==> src/msd_pkg.sv <==
package msd_pkg;

    // ****************************************************************
    // Register map and field positions
    // ****************************************************************
    localparam logic [7:0] PAGE_OFFSET      = 8'hE0;
    localparam logic [7:0] SPACE_MAP_OFFSET = 8'hE2;
    localparam logic [7:0] SPACE_MAP_MASK   = 8'h9F;
    localparam logic [7:0] PAGE_RESET       = 8'h00;
    localparam logic [7:0] SPACE_MAP_RESET  = 8'h0C;

    localparam int SM_SRAM_CODE  = 0;
    localparam int SM_EEPROM_IN_CODE_SPACE    = 1;
    localparam int SM_FLASH_IN_CODE_SPACE    = 2;
    localparam int SM_EEPROM_IN_DATA_SPACE    = 3;
    localparam int SM_FLASH_IN_DATA_SPACE    = 4;
    localparam int SM_PERIPHERAL_IO_ENABLE     = 7;

    localparam int IN_BUS_WIDTH  = 73;

    // ****************************************************************
    // Resolved target of a bus cycle
    // ****************************************************************
    typedef enum logic [2:0] {
        MSD_TGT_NONE,
        MSD_TGT_SRAM,
        MSD_TGT_IO,
        MSD_TGT_PIO,
        MSD_TGT_EEPROM,
        MSD_TGT_FLASH
    } msd_target_t;

endpackage : msd_pkg

==> src/msd_memory_select.sv <==
`timescale 1ns/1ps

module msd_memory_select #(
    parameter int FLASH_SECTORS  = 8,
    parameter int EEPROM_SECTORS = 4
) (
    // Clock and reset
    input  wire logic                      mclk_i,
    input  wire logic                      rstn_i,
    // Microcontroller bus, synchronous to mclk_i
    input  wire logic [19:0]               addr_i,
    input  wire logic                      ext_addr_mode_i,
    input  wire logic                      code_fetch_strobe_i,
    input  wire logic                      read_strobe_i,
    input  wire logic                      write_strobe_i,
    input  wire logic                      cfg_space_sel_i,
    input  wire logic [7:0]                wdata_i,
    output logic      [7:0]                rdata_o,
    output logic                           rdata_oe_o,
    // Decode array raw selects
    input  wire logic [FLASH_SECTORS-1:0]  flash_sector_select_i,
    input  wire logic [EEPROM_SECTORS-1:0] eeprom_sector_select_i,
    input  wire logic [1:0]                sram_terms_i,
    input  wire logic                      io_select_i,
    input  wire logic                      pio_select_i,
    // Other logic array inputs
    input  wire logic [2:0]                bus_control_inputs_i,
    input  wire logic                      power_down_input_i,
    input  wire logic [23:0]               input_cells_i,
    input  wire logic [2:0]                port_d_i,
    input  wire logic [7:0]                output_cell_group1_feedback_i,
    input  wire logic [7:0]                output_cell_group2_feedback_i,
    input  wire logic                      eeprom_busy_i,
    // Resolved enables
    output logic [FLASH_SECTORS-1:0]       flash_enable_o,
    output logic [EEPROM_SECTORS-1:0]      eeprom_enable_o,
    output logic                           sram_enable_o,
    output logic                           io_enable_o,
    output logic                           peripheral_io_enable_o,
    output logic [2:0]                     target_o,
    // Logic array input bus and page bits
    output logic [msd_pkg::IN_BUS_WIDTH-1:0] array_in_bus_o,
    output logic [7:0]                     page_bits_o
);

    // ****************************************************************
    // Registers
    // ****************************************************************
    logic [7:0] page_reg;
    logic [7:0] page_next;
    logic [7:0] space_map_reg;
    logic [7:0] space_map_next;

    wire        page_hit = cfg_space_sel_i
                           && addr_i[7:0] == msd_pkg::PAGE_OFFSET;
    wire        map_hit  = cfg_space_sel_i
                           && addr_i[7:0] == msd_pkg::SPACE_MAP_OFFSET;

    assign page_next      = (page_hit && write_strobe_i) ? wdata_i
                                                         : page_reg;
    assign space_map_next = (map_hit && write_strobe_i)
                            ? (wdata_i & msd_pkg::SPACE_MAP_MASK)
                            : space_map_reg;

    // Map comes up configured so decode works with no loading step
    always_ff @(posedge mclk_i) begin
        if (!rstn_i) begin
            page_reg      <= msd_pkg::PAGE_RESET;
            space_map_reg <= msd_pkg::SPACE_MAP_RESET;
        end else begin
            page_reg      <= page_next;
            space_map_reg <= space_map_next;
        end
    end

    // ****************************************************************
    // Priority resolution and strobe gating
    // ****************************************************************
    // The new map is applied combinationally to the current cycle's
    // write value, so a rewrite takes effect in the same cycle as the write.
    wire [7:0] map_w = space_map_next;

    wire sram_sel  = |sram_terms_i;
    wire lvl1      = sram_sel | io_select_i
                     | (pio_select_i & map_w[msd_pkg::SM_PERIPHERAL_IO_ENABLE]);
    wire ee_any    = |eeprom_sector_select_i;
    wire fl_any    = |flash_sector_select_i;

    wire sram_ok   = read_strobe_i
                     | (code_fetch_strobe_i & map_w[msd_pkg::SM_SRAM_CODE]);
    wire ee_ok     = (read_strobe_i & map_w[msd_pkg::SM_EEPROM_IN_DATA_SPACE])
                     | (code_fetch_strobe_i
                        & map_w[msd_pkg::SM_EEPROM_IN_CODE_SPACE]);
    wire fl_ok     = (read_strobe_i & map_w[msd_pkg::SM_FLASH_IN_DATA_SPACE])
                     | (code_fetch_strobe_i
                        & map_w[msd_pkg::SM_FLASH_IN_CODE_SPACE]);

    // Level 1 blocks 2 and 3, level 2 blocks 3
    wire sram_go   = sram_sel & sram_ok;
    wire io_go     = ~sram_sel & io_select_i & read_strobe_i;
    wire pio_go    = ~sram_sel & ~io_select_i & pio_select_i
                     & map_w[msd_pkg::SM_PERIPHERAL_IO_ENABLE] & read_strobe_i;
    wire ee_go     = ~lvl1 & ee_any & ee_ok;
    wire fl_go     = ~lvl1 & ~ee_any & fl_any & fl_ok;

    wire [2:0] tgt_w = sram_go ? 3'(msd_pkg::MSD_TGT_SRAM)
                     : io_go   ? 3'(msd_pkg::MSD_TGT_IO)
                     : pio_go  ? 3'(msd_pkg::MSD_TGT_PIO)
                     : ee_go   ? 3'(msd_pkg::MSD_TGT_EEPROM)
                     : fl_go   ? 3'(msd_pkg::MSD_TGT_FLASH)
                     :           3'(msd_pkg::MSD_TGT_NONE);

    // ****************************************************************
    // Logic array input bus
    // ****************************************************************
    wire [15:0] dec_addr = ext_addr_mode_i ? addr_i[19:4]
                                           : addr_i[15:0];
    wire [msd_pkg::IN_BUS_WIDTH-1:0] in_bus_w = {
        eeprom_busy_i,
        output_cell_group2_feedback_i,
        output_cell_group1_feedback_i,
        page_reg,
        port_d_i,
        input_cells_i,
        power_down_input_i,
        ~rstn_i,
        bus_control_inputs_i,
        dec_addr
    };

    wire cfg_read = cfg_space_sel_i & read_strobe_i & (page_hit | map_hit);
    wire [7:0] rdata_w = page_hit ? page_reg
                       : map_hit  ? space_map_reg : 8'h00;

    // ****************************************************************
    // Registered outputs
    // ****************************************************************
    always_ff @(posedge mclk_i) begin
        if (!rstn_i) begin
            flash_enable_o         <= '0;
            eeprom_enable_o        <= '0;
            sram_enable_o          <= 1'b0;
            io_enable_o            <= 1'b0;
            peripheral_io_enable_o <= 1'b0;
            target_o               <= 3'h0;
            array_in_bus_o         <= '0;
            page_bits_o            <= 8'h00;
            rdata_o                <= 8'h00;
            rdata_oe_o             <= 1'b0;
        end else begin
            flash_enable_o  <= fl_go ? flash_sector_select_i : '0;
            eeprom_enable_o <= ee_go ? eeprom_sector_select_i : '0;
            sram_enable_o          <= sram_go;
            io_enable_o            <= io_go;
            peripheral_io_enable_o <= pio_go;
            target_o               <= tgt_w;
            array_in_bus_o         <= in_bus_w;
            page_bits_o            <= page_reg;
            rdata_o                <= rdata_w;
            rdata_oe_o             <= cfg_read;
        end
    end

    // ****************************************************************
    // Checks
    // ****************************************************************
    a_ee_over_flash: assert property (@(posedge mclk_i) disable iff (!rstn_i)
        (ee_any && !lvl1 && ee_ok) |=> !(|flash_enable_o))
        else $error("flash enabled over eeprom");
    a_sram_wins: assert property (@(posedge mclk_i) disable iff (!rstn_i)
        (sram_sel && sram_ok) |=> sram_enable_o
            && !(|flash_enable_o) && !(|eeprom_enable_o))
        else $error("sram lost priority");
    a_one_level: assert property (@(posedge mclk_i) disable iff (!rstn_i)
        $onehot0({sram_enable_o, io_enable_o, peripheral_io_enable_o,
                  |eeprom_enable_o, |flash_enable_o}))
        else $error("two targets enabled");
    a_code_gate: assert property (@(posedge mclk_i) disable iff (!rstn_i)
        (code_fetch_strobe_i && !read_strobe_i
         && !map_w[msd_pkg::SM_FLASH_IN_CODE_SPACE]) |=> !(|flash_enable_o))
        else $error("code fetch reached flash");
    a_read_gate: assert property (@(posedge mclk_i) disable iff (!rstn_i)
        (read_strobe_i && !code_fetch_strobe_i
         && !map_w[msd_pkg::SM_EEPROM_IN_DATA_SPACE]) |=> !(|eeprom_enable_o))
        else $error("read reached eeprom");
    a_map_write: assert property (@(posedge mclk_i) disable iff (!rstn_i)
        (map_hit && write_strobe_i) |=> space_map_reg
            == ($past(wdata_i) & msd_pkg::SPACE_MAP_MASK))
        else $error("map write lost");
    a_page_rw: assert property (@(posedge mclk_i) disable iff (!rstn_i)
        (page_hit && write_strobe_i) |=> ##1 page_bits_o == $past(wdata_i, 2)
            && array_in_bus_o[55:48] == $past(wdata_i, 2))
        else $error("page value not propagated");
    a_addr_sel: assert property (@(posedge mclk_i) disable iff (!rstn_i)
        ext_addr_mode_i |=> array_in_bus_o[15:0]
            == $past(addr_i[19:4]))
        else $error("extended address not used");
    a_busy_bit: assert property (@(posedge mclk_i) disable iff (!rstn_i)
        1'b1 |=> array_in_bus_o[72] == $past(eeprom_busy_i))
        else $error("busy flag missing");
    a_sram_only: assert property (@(posedge mclk_i) disable iff (!rstn_i)
        !sram_sel |=> !sram_enable_o)
        else $error("sram enabled without select");

endmodule : msd_memory_select

==> config.mk <==
export PLATFORM = sky130hd
export DESIGN_NAME = msd_memory_select
export DESIGN_NICKNAME = d
export VERILOG_FILES = /design/src/msd_pkg.sv /design/src/msd_memory_select.sv
export SDC_FILE = /design/constraint.sdc
export NUM_CORES = 1
export LEC_CHECK = 0
export BUFFER_PORTS_ARGS = -buffer_cell sky130_fd_sc_hd__buf_2
export CAP_MARGIN = 20
export CORE_ASPECT_RATIO = 1.25
export CORE_MARGIN = 2
export CORE_UTILIZATION = 47
export DETAILED_ROUTE_END_ITERATION = 6
export PLACE_DENSITY = 0.84
export SLEW_MARGIN = 25
export SYNTH_ARGS = -nofsm -noshare
export SYNTH_HDL_FRONTEND = slang
export SYNTH_SLANG_ARGS = --single-unit
==> constraint.sdc <==
create_clock -name mclk_i -period 2.73 [get_ports mclk_i]
set_input_delay 0 -clock mclk_i [delete_from_list [all_inputs] [get_ports mclk_i]]
set_output_delay 0 -clock mclk_i [all_outputs]
set_load 0.01 [all_outputs]
==> results.json, run 1 <==
{
  "timing.rr.start": "space_map_reg[4]$_SDFF_PN0_",
  "synth_area_leader_cell": "dfxtp_1",
  "post-place-ws_ns": 0.8451,
  "timing.fmax_mhz": 422.1,
  "p_per_area_mw_per_mm2": 676.1,
  "met3_usage_pct": 9.637,
  "grt_max_degree": 54,
  "seq_area_frac_synth_pct": 59.90,
  "coreArea_sq_mm": 0.007838,
  "synth-seq-cells": 114,
  "utilization_pct": 83.35,
  "path_max_fanout": 6,
  "maxSlewViolCount": 0,
  "hold_class": "in -> reg",
  "grt_pass1_vias": 4025,
  "clockRootBuffer": "clkbuf_8",
  "cts_buffer_depth": 2,
  "status": "complete, no violations",
  "port-buffer-count": 206,
  "drt_iter0_drc": 232,
  "worstPathArrival_ns": 2.76,
  "cts_sinks": 114,
  "cts_resized": 0,
  "max-vdd-ir-drop_mv": 0.5700,
  "skew_ns": 0.007279,
  "numCtsBuffers": 17,
  "hpwl_um": 6745,
  "grtUsageMet1_pct": 27.67,
  "syn-num-nets": 442,
  "met2_usage_pct": 52.64,
  "die_h_um": 104.7,
  "drt_first_pass_iters": 6,
  "nets": 752,
  "critPathKind": "in -> reg",
  "r2r.worst_path.cells": 4,
  "post_cts_buffers": 0,
  "synth_edf_count": 0,
  "postSynthCellCount": 343,
  "cts_hold_buf": 106,
  "place.gp.congestion": 0.8130,
  "largest_reg_flops": 73,
  "worstHoldStart": "rstn_i",
  "required_ns": 3.12,
  "areaGrowthSynthToFinish_pct": 71.46,
  "async_reset_ff_share_pct": 0,
  "h-tree-depth": 4,
  "hold_depth": 2,
  "rsz0062_at_grt": "no",
  "setup_tns_ns": 0,
  "drc": 0,
  "worstReg2RegEnd": "target_o[0]$_SDFF_PN0_",
  "endpoint_kind": "flip-flop",
  "die_w_um": 84.53,
  "maxSlewHeadroom_pct": 50.99,
  "drive_gt1_share_pct": 38.20,
  "num_rows": 36,
  "synth_area_leaders": "dfxtp_1 (60%), and2_1 (9.5%), mux2i_1 (8.1%)",
  "largest-register": "array_in_bus_o",
  "num_io_pins": 207,
  "yosys.cell_types.count": 38,
  "drtAntennaViolNets": 0,
  "initial_core_util_pct": 48.61,
  "finalCriticalPeriod_ns": 2.369,
  "vias_per_cell": 4.863,
  "grt.busiest_layer": "met2",
  "antenna_cells": 0,
  "holdPathEnd": "array_in_bus_o[59]$_SDFF_PN0_",
  "setup_viol": 0,
  "cts_tree": "done",
  "num_vias": 3696,
  "r2r_setup_slack_ns": 1.21,
  "synth_top_area_share_pct": 59.90,
  "drt-total-wl_um": 12540,
  "clock_latency_ns": 0.49,
  "grt_overflow_total": 0,
  "drv_cap": 0,
  "ys_warn_count": 0,
  "fin_crit_sh_pct": 86.78,
  "finalHoldViolations": 0,
  "syn_area_sq_mm": 0.003810,
  "dominantRegCellSynth": "dfxtp_1",
  "whs_ns": 0.04798,
  "fin_ws_ns": 0.3609,
  "wire_per_inst_um": 16.49,
  "antenna_found_initial": 0,
  "syn_avg_cell_area_sq_um": 11.11,
  "grt_pass1_wl_um": 19670,
  "grt_usage_pct": 28.61,
  "design.die.area_sq_mm": 0.008847,
  "path_clk_slew_ns": 0.05,
  "p_leak_uw": 0.003179,
  "worst_pin_slew_ns": 0.7284,
  "cp-start-kind": "input port"
}
## power by group
group | switching, uW | total (uW) | internal, uW
sequential | 15.9 | 1740 | 1720
combinational | 185 | 427 | 242
clock | 707 | 2250 | 1540
## cell type report
| cell class | count | area, sq um |
|---|---|---|
| inverter | 14 | 52.55 |
| clock buffer | 21 | 459.2 |
| tap | 95 | 118.9 |
| clock inverter | 10 | 156.4 |
| multi-input combinational | 191 | 1349 |
| timing repair buffer | 315 | 2115 |
| sequential | 114 | 2282 |
| fill | 441 | 1305 |
## cell usage after synthesis (4+ instances only)
cell	number
nor4_1	5
buf_4	8
nand2_1	13
nor2b_1	25
mux2i_1	31
inv_1	14
nor2_1	8
clkbuf_1	13
and2_1	58
dfxtp_1	114
nor3_2	8
a21oi_1	4
## worst max-delay path, cell delays in order
cell           delay [ns]
dlygate4sd3_1        0.55
buf_2                0.15
nor4_1               0.65
nand3_1              0.35
a221oi_1             0.42
dlygate4sd3_1        0.60
inv_1                0.04
## stage by stage
| step | std cells | cell area (sq um) | power [uW] |
|---|---|---|---|
| floorplan | 343 | 3810 | 1901 |
| global placement | 623 | 4856 | 2047 |
| CTS | 760 | 6533 | 4422 |
| finish | 760 | 6533 | 4416 |
| global route | 760 | 6533 | 4571 |
| detailed placement | 623 | 4856 | 2055 |
## worst max-delay path by stage
stage	start	endpoint	slack (ns)	depth (start not counted)
after floorplan	addr_i[0]	target_o[2]$_SDFF_PP0_	1.03	6
after global placement	addr_i[0]	target_o[0]$_SDFF_PN0_	0.95	6
after detailed placement	addr_i[0]	target_o[0]$_SDFF_PN0_	0.85	5
after CTS	addr_i[0]	sram_enable_o$_SDFF_PN0_	0.38	7
after global routing	addr_i[0]	sram_enable_o$_SDFF_PN0_	0.21	7
final	addr_i[0]	sram_enable_o$_SDFF_PN0_	0.36	7
## layer usage
metal	vias up	share of wire, %	routed length, um
li1	1741	-	-
met1	1699	35	4371
met2	208	53	6682
met3	48	7.5	935
met4	0	4.4	546
met5	-	0	0
## layout by cell type, fill, tap and decap left out, types with 4 or more instances in the layout
master / netlist / layout
clkbuf_16: 0 / 16
clkinv_2: 0 / 4
nor2b_1: 25 / 25
bufinv_16: 0 / 4
mux2i_1: 31 / 30
and2_1: 58 / 58
a21oi_1: 4 / 4
nand2_1: 13 / 13
clkbuf_8: 0 / 4
nor3_2: 8 / 8
inv_1: 14 / 14
nor4_1: 5 / 5
dfxtp_1: 114 / 114
dlygate4sd3_1: 0 / 106
buf_2: 1 / 206
nor2_1: 8 / 8
## logic make-up (layout without fill, tap and decap cells)
group	after synthesis	after routing	synth area share [%]
compound gates	20	20	3.810
buf+inv	38	360	4.959
simple gates	139	139	23.09
other cells	1	1	0.09843
mux	31	31	8.145
flops	114	114	59.90
No activity file was read; power rests on OpenSTA's default activity.
==> run 2, diff against run 1 <==
--- a/config.mk
+++ b/config.mk
@@ -12,6 +12,7 @@
 export CORE_UTILIZATION = 47
 export DETAILED_ROUTE_END_ITERATION = 6
 export PLACE_DENSITY = 0.84
+export REMOVE_ABC_BUFFERS = 1
 export SLEW_MARGIN = 25
 export SYNTH_ARGS = -nofsm -noshare
 export SYNTH_HDL_FRONTEND = slang
==> run 2 against run 1 <==
Register-to-register slack worse by 0.07 ns. Maximum frequency is 2.6% lower. Sequential share of layout area is 0.42 points higher. Non-clock buffer count stayed put. Count of clock-buffer cells in the layout is 3 higher. Power is 5.9% lower. First-iteration DRC count is 23% lower. Clock skew is 0.0019 ns lower. Critical path depth stayed put. Sequential power hardly changed. Global-route usage is 1.8 points higher. Final cell count stayed put.
==> results.json, run 2 (synthesized netlist as in run 1, its figures left out) <==
{
  "critPathTopFamily": "buffers and inverters",
  "timing.fmax_mhz": 411.1,
  "cts_tree": "done",
  "sequentialPowerShare_pct": 41.9,
  "post-place-ws_ns": 0.6900,
  "setup_viol": 0,
  "drtAntennaViolNets": 0,
  "vias_per_cell": 4.875,
  "cpMostUsedCell": "dlygate4sd3_1",
  "p_per_area_mw_per_mm2": 644.1,
  "max-vdd-ir-drop_mv": 0.5254,
  "worst_pin_slew_ns": 0.7323,
  "maxSlewViolCount": 0,
  "fin_ws_ns": 0.2973,
  "critPathKind": "in -> reg",
  "numCtsBuffers": 17,
  "required_ns": 3.12,
  "coreArea_sq_mm": 0.007838,
  "skew_ns": 0.005400,
  "slowest_stage": "nor4_1",
  "num-fill-cells": 429,
  "num_io_pins": 207,
  "port-buffer-count": 206,
  "drt-total-wl_um": 13340,
  "grt_pass1_wl_um": 20650,
  "final_common_cell": "buf_2",
  "nets": 752,
  "grt_overflow_total": 0,
  "endpoint_kind": "flip-flop",
  "finalHoldViolations": 0,
  "pwr-share-comb_pct": 10.3,
  "clock_latency_ns": 0.49,
  "setup_tns_ns": 0,
  "fin_crit_sh_pct": 89.11,
  "path_clk_slew_ns": 0.05,
  "multi_input_area_sq_mm": 0.001349,
  "drt_iter0_drc": 179,
  "clockRootBuffer": "clkbuf_8",
  "drive_gt1_share_pct": 37.80,
  "layout_common_cells": "buf_2 (206), dfxtp_1 (114), dlygate4sd3_1 (106)",
  "post_cts_buffers": 0,
  "cp.depth": 7,
  "swShare_pct": 21.93,
  "grt_usage_pct": 30.36,
  "crit_chain": "dlygate4sd3_1 -> buf_2 -> nor4_1 -> nand3_1 -> a221oi_1 -> dlygate4sd3_1 -> inv_1",
  "antenna_found_initial": 0,
  "pwr-share-clk_pct": 47.8,
  "finalNonFillerCells": 760,
  "cpPeakStageDelay_ns": 0.65,
  "place.gp.congestion": 0.8716,
  "r2r.worst_path.cells": 4,
  "drc": 0,
  "whs_ns": 0.05077,
  "die_w_um": 84.53,
  "cp-startpoint": "addr_i[0]",
  "finalCriticalPeriod_ns": 2.433,
  "h-tree-depth": 4,
  "num_vias": 3705,
  "design.die.area_sq_mm": 0.008847,
  "grt_pass1_vias": 4036,
  "cp-start-kind": "input port",
  "initial_core_util_pct": 48.61,
  "cts_buffer_depth": 2,
  "maxSlewHeadroom_pct": 50.73,
  "cts_sinks": 114,
  "power.switching_uw": 911.6,
  "hpwl_um": 6947,
  "p_int_uw": 3246,
  "path_max_fanout": 6,
  "dp_cells": 623,
  "status": "complete, no violations",
  "crit_buf_inv": 4,
  "grt_max_degree": 56,
  "worstHoldStart": "rstn_i",
  "die_h_um": 104.7,
  "largest-register": "array_in_bus_o",
  "areaGrowthSynthToFinish_pct": 69.43,
  "p_leak_uw": 0.003143,
  "drv_cap": 0,
  "seq_area_sq_mm": 0.002282,
  "hold_class": "in -> reg",
  "hold_depth": 2,
  "num_rows": 36,
  "largest_reg_flops": 73,
  "worstPathArrival_ns": 2.82,
  "timing.rr.start": "space_map_reg[0]$_SDFF_PN0_",
  "utilization_pct": 82.36,
  "drt_first_pass_iters": 4,
  "rsz0062_at_grt": "no",
  "wire_per_inst_um": 17.56
}
run 2: changes by cell type in the layout (fill, tap and decap cells not counted):
| cell | before | now |
|---|---|---|
| clkinvlp_4 | 1 | 0 |
| diode_2 | 0 | 1 |
| clkinv_2 | 4 | 5 |
| clkbuf_1 | 1 | 3 |
| clkinv_4 | 1 | 0 |
| clkbuf_8 | 4 | 5 |
| bufinv_16 | 4 | 1 |
run 2: path summary, 6_finish.rpt:
path	endpoint	slack, ns
max reg2reg	sram_enable_o$_SDFF_PN0_	1.14
max	sram_enable_o$_SDFF_PN0_	0.30
min reg2reg	array_in_bus_o[55]$_SDFF_PN0_	0.49
min	space_map_reg[4]$_SDFF_PN0_	0.05
run 2: final cells by class:
type                       instances  area share (%)
sequential                       114           35.36
timing repair buffer             315           32.76
tap                               95           1.841
clock inverter                     6          0.8529
antenna                            1         0.03877
clock buffer                      24           7.443
multi-input combinational        191           20.90
inverter                          14          0.8141
run 2: per-layer routing:
metal  share of wire (%)  GRT usage (%)  vias to the layer above
li1                    -              -                     1741
met1                  35          31.16                     1724
met2                  54          56.13                      206
met3                 7.3          7.662                       34
met4                 3.4          14.85                        0
met5                   0              0                        -
run 2: repair_timing:
item / CTS / global route
hold buffers: 106 / 0
endpoints found under the hold margin: 104 / 0
resized for setup: 0 / 0
run 2: power by group through the flow:
stage / clock (uW) / sequential, uW / combinational, uW
after detailed placement: 0 / 1770 / 285
final: 1990 / 1740 / 429
after floorplan: 0 / 1800 / 77.0
after global placement: 0 / 1770 / 280
after global routing: 2090 / 1750 / 458
after CTS: 1990 / 1740 / 406
run 2: metrics by stage:
step | area (sq um) | power (uW)
after global routing | 6452 | 4288
after floorplan | 3674 | 1880
after detailed placement | 4856 | 2056
after global placement | 4856 | 2049
after CTS | 6452 | 4129
final | 6455 | 4158
==> run 3, diff against run 2 <==
--- a/config.mk
+++ b/config.mk
@@ -9,9 +9,9 @@
 export CAP_MARGIN = 20
 export CORE_ASPECT_RATIO = 1.25
 export CORE_MARGIN = 2
-export CORE_UTILIZATION = 47
+export CORE_UTILIZATION = 44
 export DETAILED_ROUTE_END_ITERATION = 6
-export PLACE_DENSITY = 0.84
+export PLACE_DENSITY = 0.79
 export REMOVE_ABC_BUFFERS = 1
 export SLEW_MARGIN = 25
 export SYNTH_ARGS = -nofsm -noshare
==> constraint.sdc (replaced) <==
create_clock -name mclk_i -period 2.3 [get_ports mclk_i]
set_input_delay 0 -clock mclk_i [delete_from_list [all_inputs] [get_ports mclk_i]]
set_output_delay 0 -clock mclk_i [all_outputs]
set_load 0.01 [all_outputs]
==> run 3 against run 2 <==
Cell area up 2.4%. Non-clock buffer count up 11. Count of clock-buffer cells in the layout up 3.
==> results.json, run 3 (synthesized netlist as in run 1, its figures left out) <==
{
  "finalHoldViolations": 0,
  "grt_pass1_wl_um": 19020,
  "seq_area_sq_mm": 0.002282,
  "dp_cells": 628,
  "num_io_pins": 207,
  "worstPathArrival_ns": 2.53,
  "finalNonFillerCells": 773,
  "status": "complete, no violations",
  "antenna_cells": 0,
  "num-fill-cells": 502,
  "final_common_cell": "buf_2",
  "drt_first_pass_iters": 4,
  "drv_cap": 0,
  "worst_pin_slew_ns": 0.6005,
  "largest-register": "array_in_bus_o",
  "p_leak_uw": 0.003212,
  "power.switching_uw": 1091,
  "design.die.area_sq_mm": 0.009424,
  "die_w_um": 87.23,
  "coreArea_sq_mm": 0.008333,
  "nets": 763,
  "hold_class": "in -> reg",
  "pwr-share-clk_pct": 49.7,
  "r2r_setup_slack_ns": 0.76,
  "skew_ns": 0.006243,
  "pwr-share-comb_pct": 10.1,
  "path_max_fanout": 33,
  "hpwl_um": 6963,
  "antenna_found_initial": 0,
  "cts_sinks": 114,
  "cpPeakStageDelay_ns": 0.59,
  "largest_reg_flops": 73,
  "vias_per_cell": 4.766,
  "timing.fmax_mhz": 471.8,
  "finalCriticalPeriod_ns": 2.119,
  "num_rows": 37,
  "areaGrowthSynthToFinish_pct": 73.50,
  "port-buffer-count": 206,
  "drtAntennaViolNets": 0,
  "rsz0062_at_grt": "no",
  "max-vdd-ir-drop_mv": 0.5655,
  "clock_latency_ns": 0.51,
  "drt_iter0_drc": 124,
  "endpoint_kind": "flip-flop",
  "maxSlewViolCount": 0,
  "grt_usage_pct": 26.89,
  "critPathKind": "in -> reg",
  "fin_crit_sh_pct": 92.15,
  "numCtsBuffers": 17,
  "p_per_area_mw_per_mm2": 777.3,
  "setup_tns_ns": 0,
  "cts_tree": "done",
  "required_ns": 2.71,
  "die_h_um": 108.0,
  "h-tree-depth": 4,
  "p_int_uw": 4048,
  "drc": 0,
  "multi_input_area_sq_mm": 0.001355,
  "place.gp.congestion": 0.7992,
  "slowest_stage": "dlygate4sd3_1",
  "cts_buffer_depth": 2,
  "cp-start-kind": "input port",
  "cpMostUsedCell": "dlygate4sd3_1",
  "path_clk_slew_ns": 0.05,
  "grt_max_degree": 60,
  "maxSlewHeadroom_pct": 59.96,
  "drive_gt1_share_pct": 37.72,
  "grt_pass1_vias": 3870,
  "sequentialPowerShare_pct": 40.2,
  "wire_per_inst_um": 16.34,
  "swShare_pct": 21.23,
  "setup_viol": 0,
  "grt_overflow_total": 0,
  "clockRootBuffer": "clkbuf_8",
  "drt-total-wl_um": 12630,
  "initial_core_util_pct": 45.72,
  "crit_chain": "dlygate4sd3_1 -> buf_2 -> buf_4 -> o21a_1 -> dlygate4sd3_1 -> a221oi_2 -> dlygate4sd3_1 -> inv_1",
  "layout_common_cells": "buf_2 (206), dfxtp_1 (114), dlygate4sd3_1 (114)",
  "whs_ns": 0.03204,
  "num_vias": 3684
}
run 3: cell types whose count changed in the layout (fill, tap and decap cells not counted), moves of 2 or more:
cell,previous run,this run
dlygate4sd3_1,106,114
buf_4,3,6
clkinv_2,5,2
clkbuf_8,5,7
run 3: final cells by class:
type	instances	area share, %
inverters	14	0.7950
multi-input cells	191	20.50
well taps	97	1.836
clock inverters	4	1.060
repair buffers	326	33.54
flip-flops and latches	114	34.53
clock buffers	27	7.742
run 3: final timing paths:
kind,from,endpoint,depth (start not counted)
max reg2reg,space_map_reg[7]$_SDFF_PN0_,target_o[1]$_SDFF_PP0_,4
max,rstn_i,sram_enable_o$_SDFF_PN0_,8
min,code_fetch_strobe_i,target_o[0]$_SDFF_PN0_,4
min reg2reg,page_reg[6]$_SDFFE_PN0P_,array_in_bus_o[54]$_SDFF_PN0_,1
run 3: layer usage:
layer,up-vias,global-route usage [%],wire length (um)
li1,1760,-,-
met1,1707,27.69,4707
met2,179,48.36,6637
met3,38,9.771,876
met4,0,11.65,405
met5,-,0,0
run 3: critical path, delay by kind of cell:
family	cells	cell delay, ns
buf+inv	6	2.07
compound gates	2	0.45
run 3: power by group through the flow:
stage | clock [uW] | sequential, uW | combinational, uW
floorplan | 0 | 2140 | 91.3
CTS | 2570 | 2060 | 498
global placement | 0 | 2100 | 335
detailed placement | 0 | 2100 | 343
global route | 2690 | 2070 | 559
finish | 2550 | 2070 | 519
run 3: stage by stage:
step	instance area (sq um)	total power [uW]	setup slack [ns]	utilization, %
after detailed placement	4881	2444	0.2515	58.57
after global routing	6610	5314	0.08043	79.32
final	6610	5138	0.1806	79.32
after global placement	4881	2435	0.3059	58.57
after CTS	6604	5125	0.1345	79.25
after floorplan	3674	2232	-0.03573	-
run 3: what timing repair did:
item                                   4_1_cts  5_1_grt
setup endpoints to repair                    0        1
resized for setup                            0        1
buffers inserted                             0        0
hold buffers                               114        0
endpoints found under the hold margin      104        0
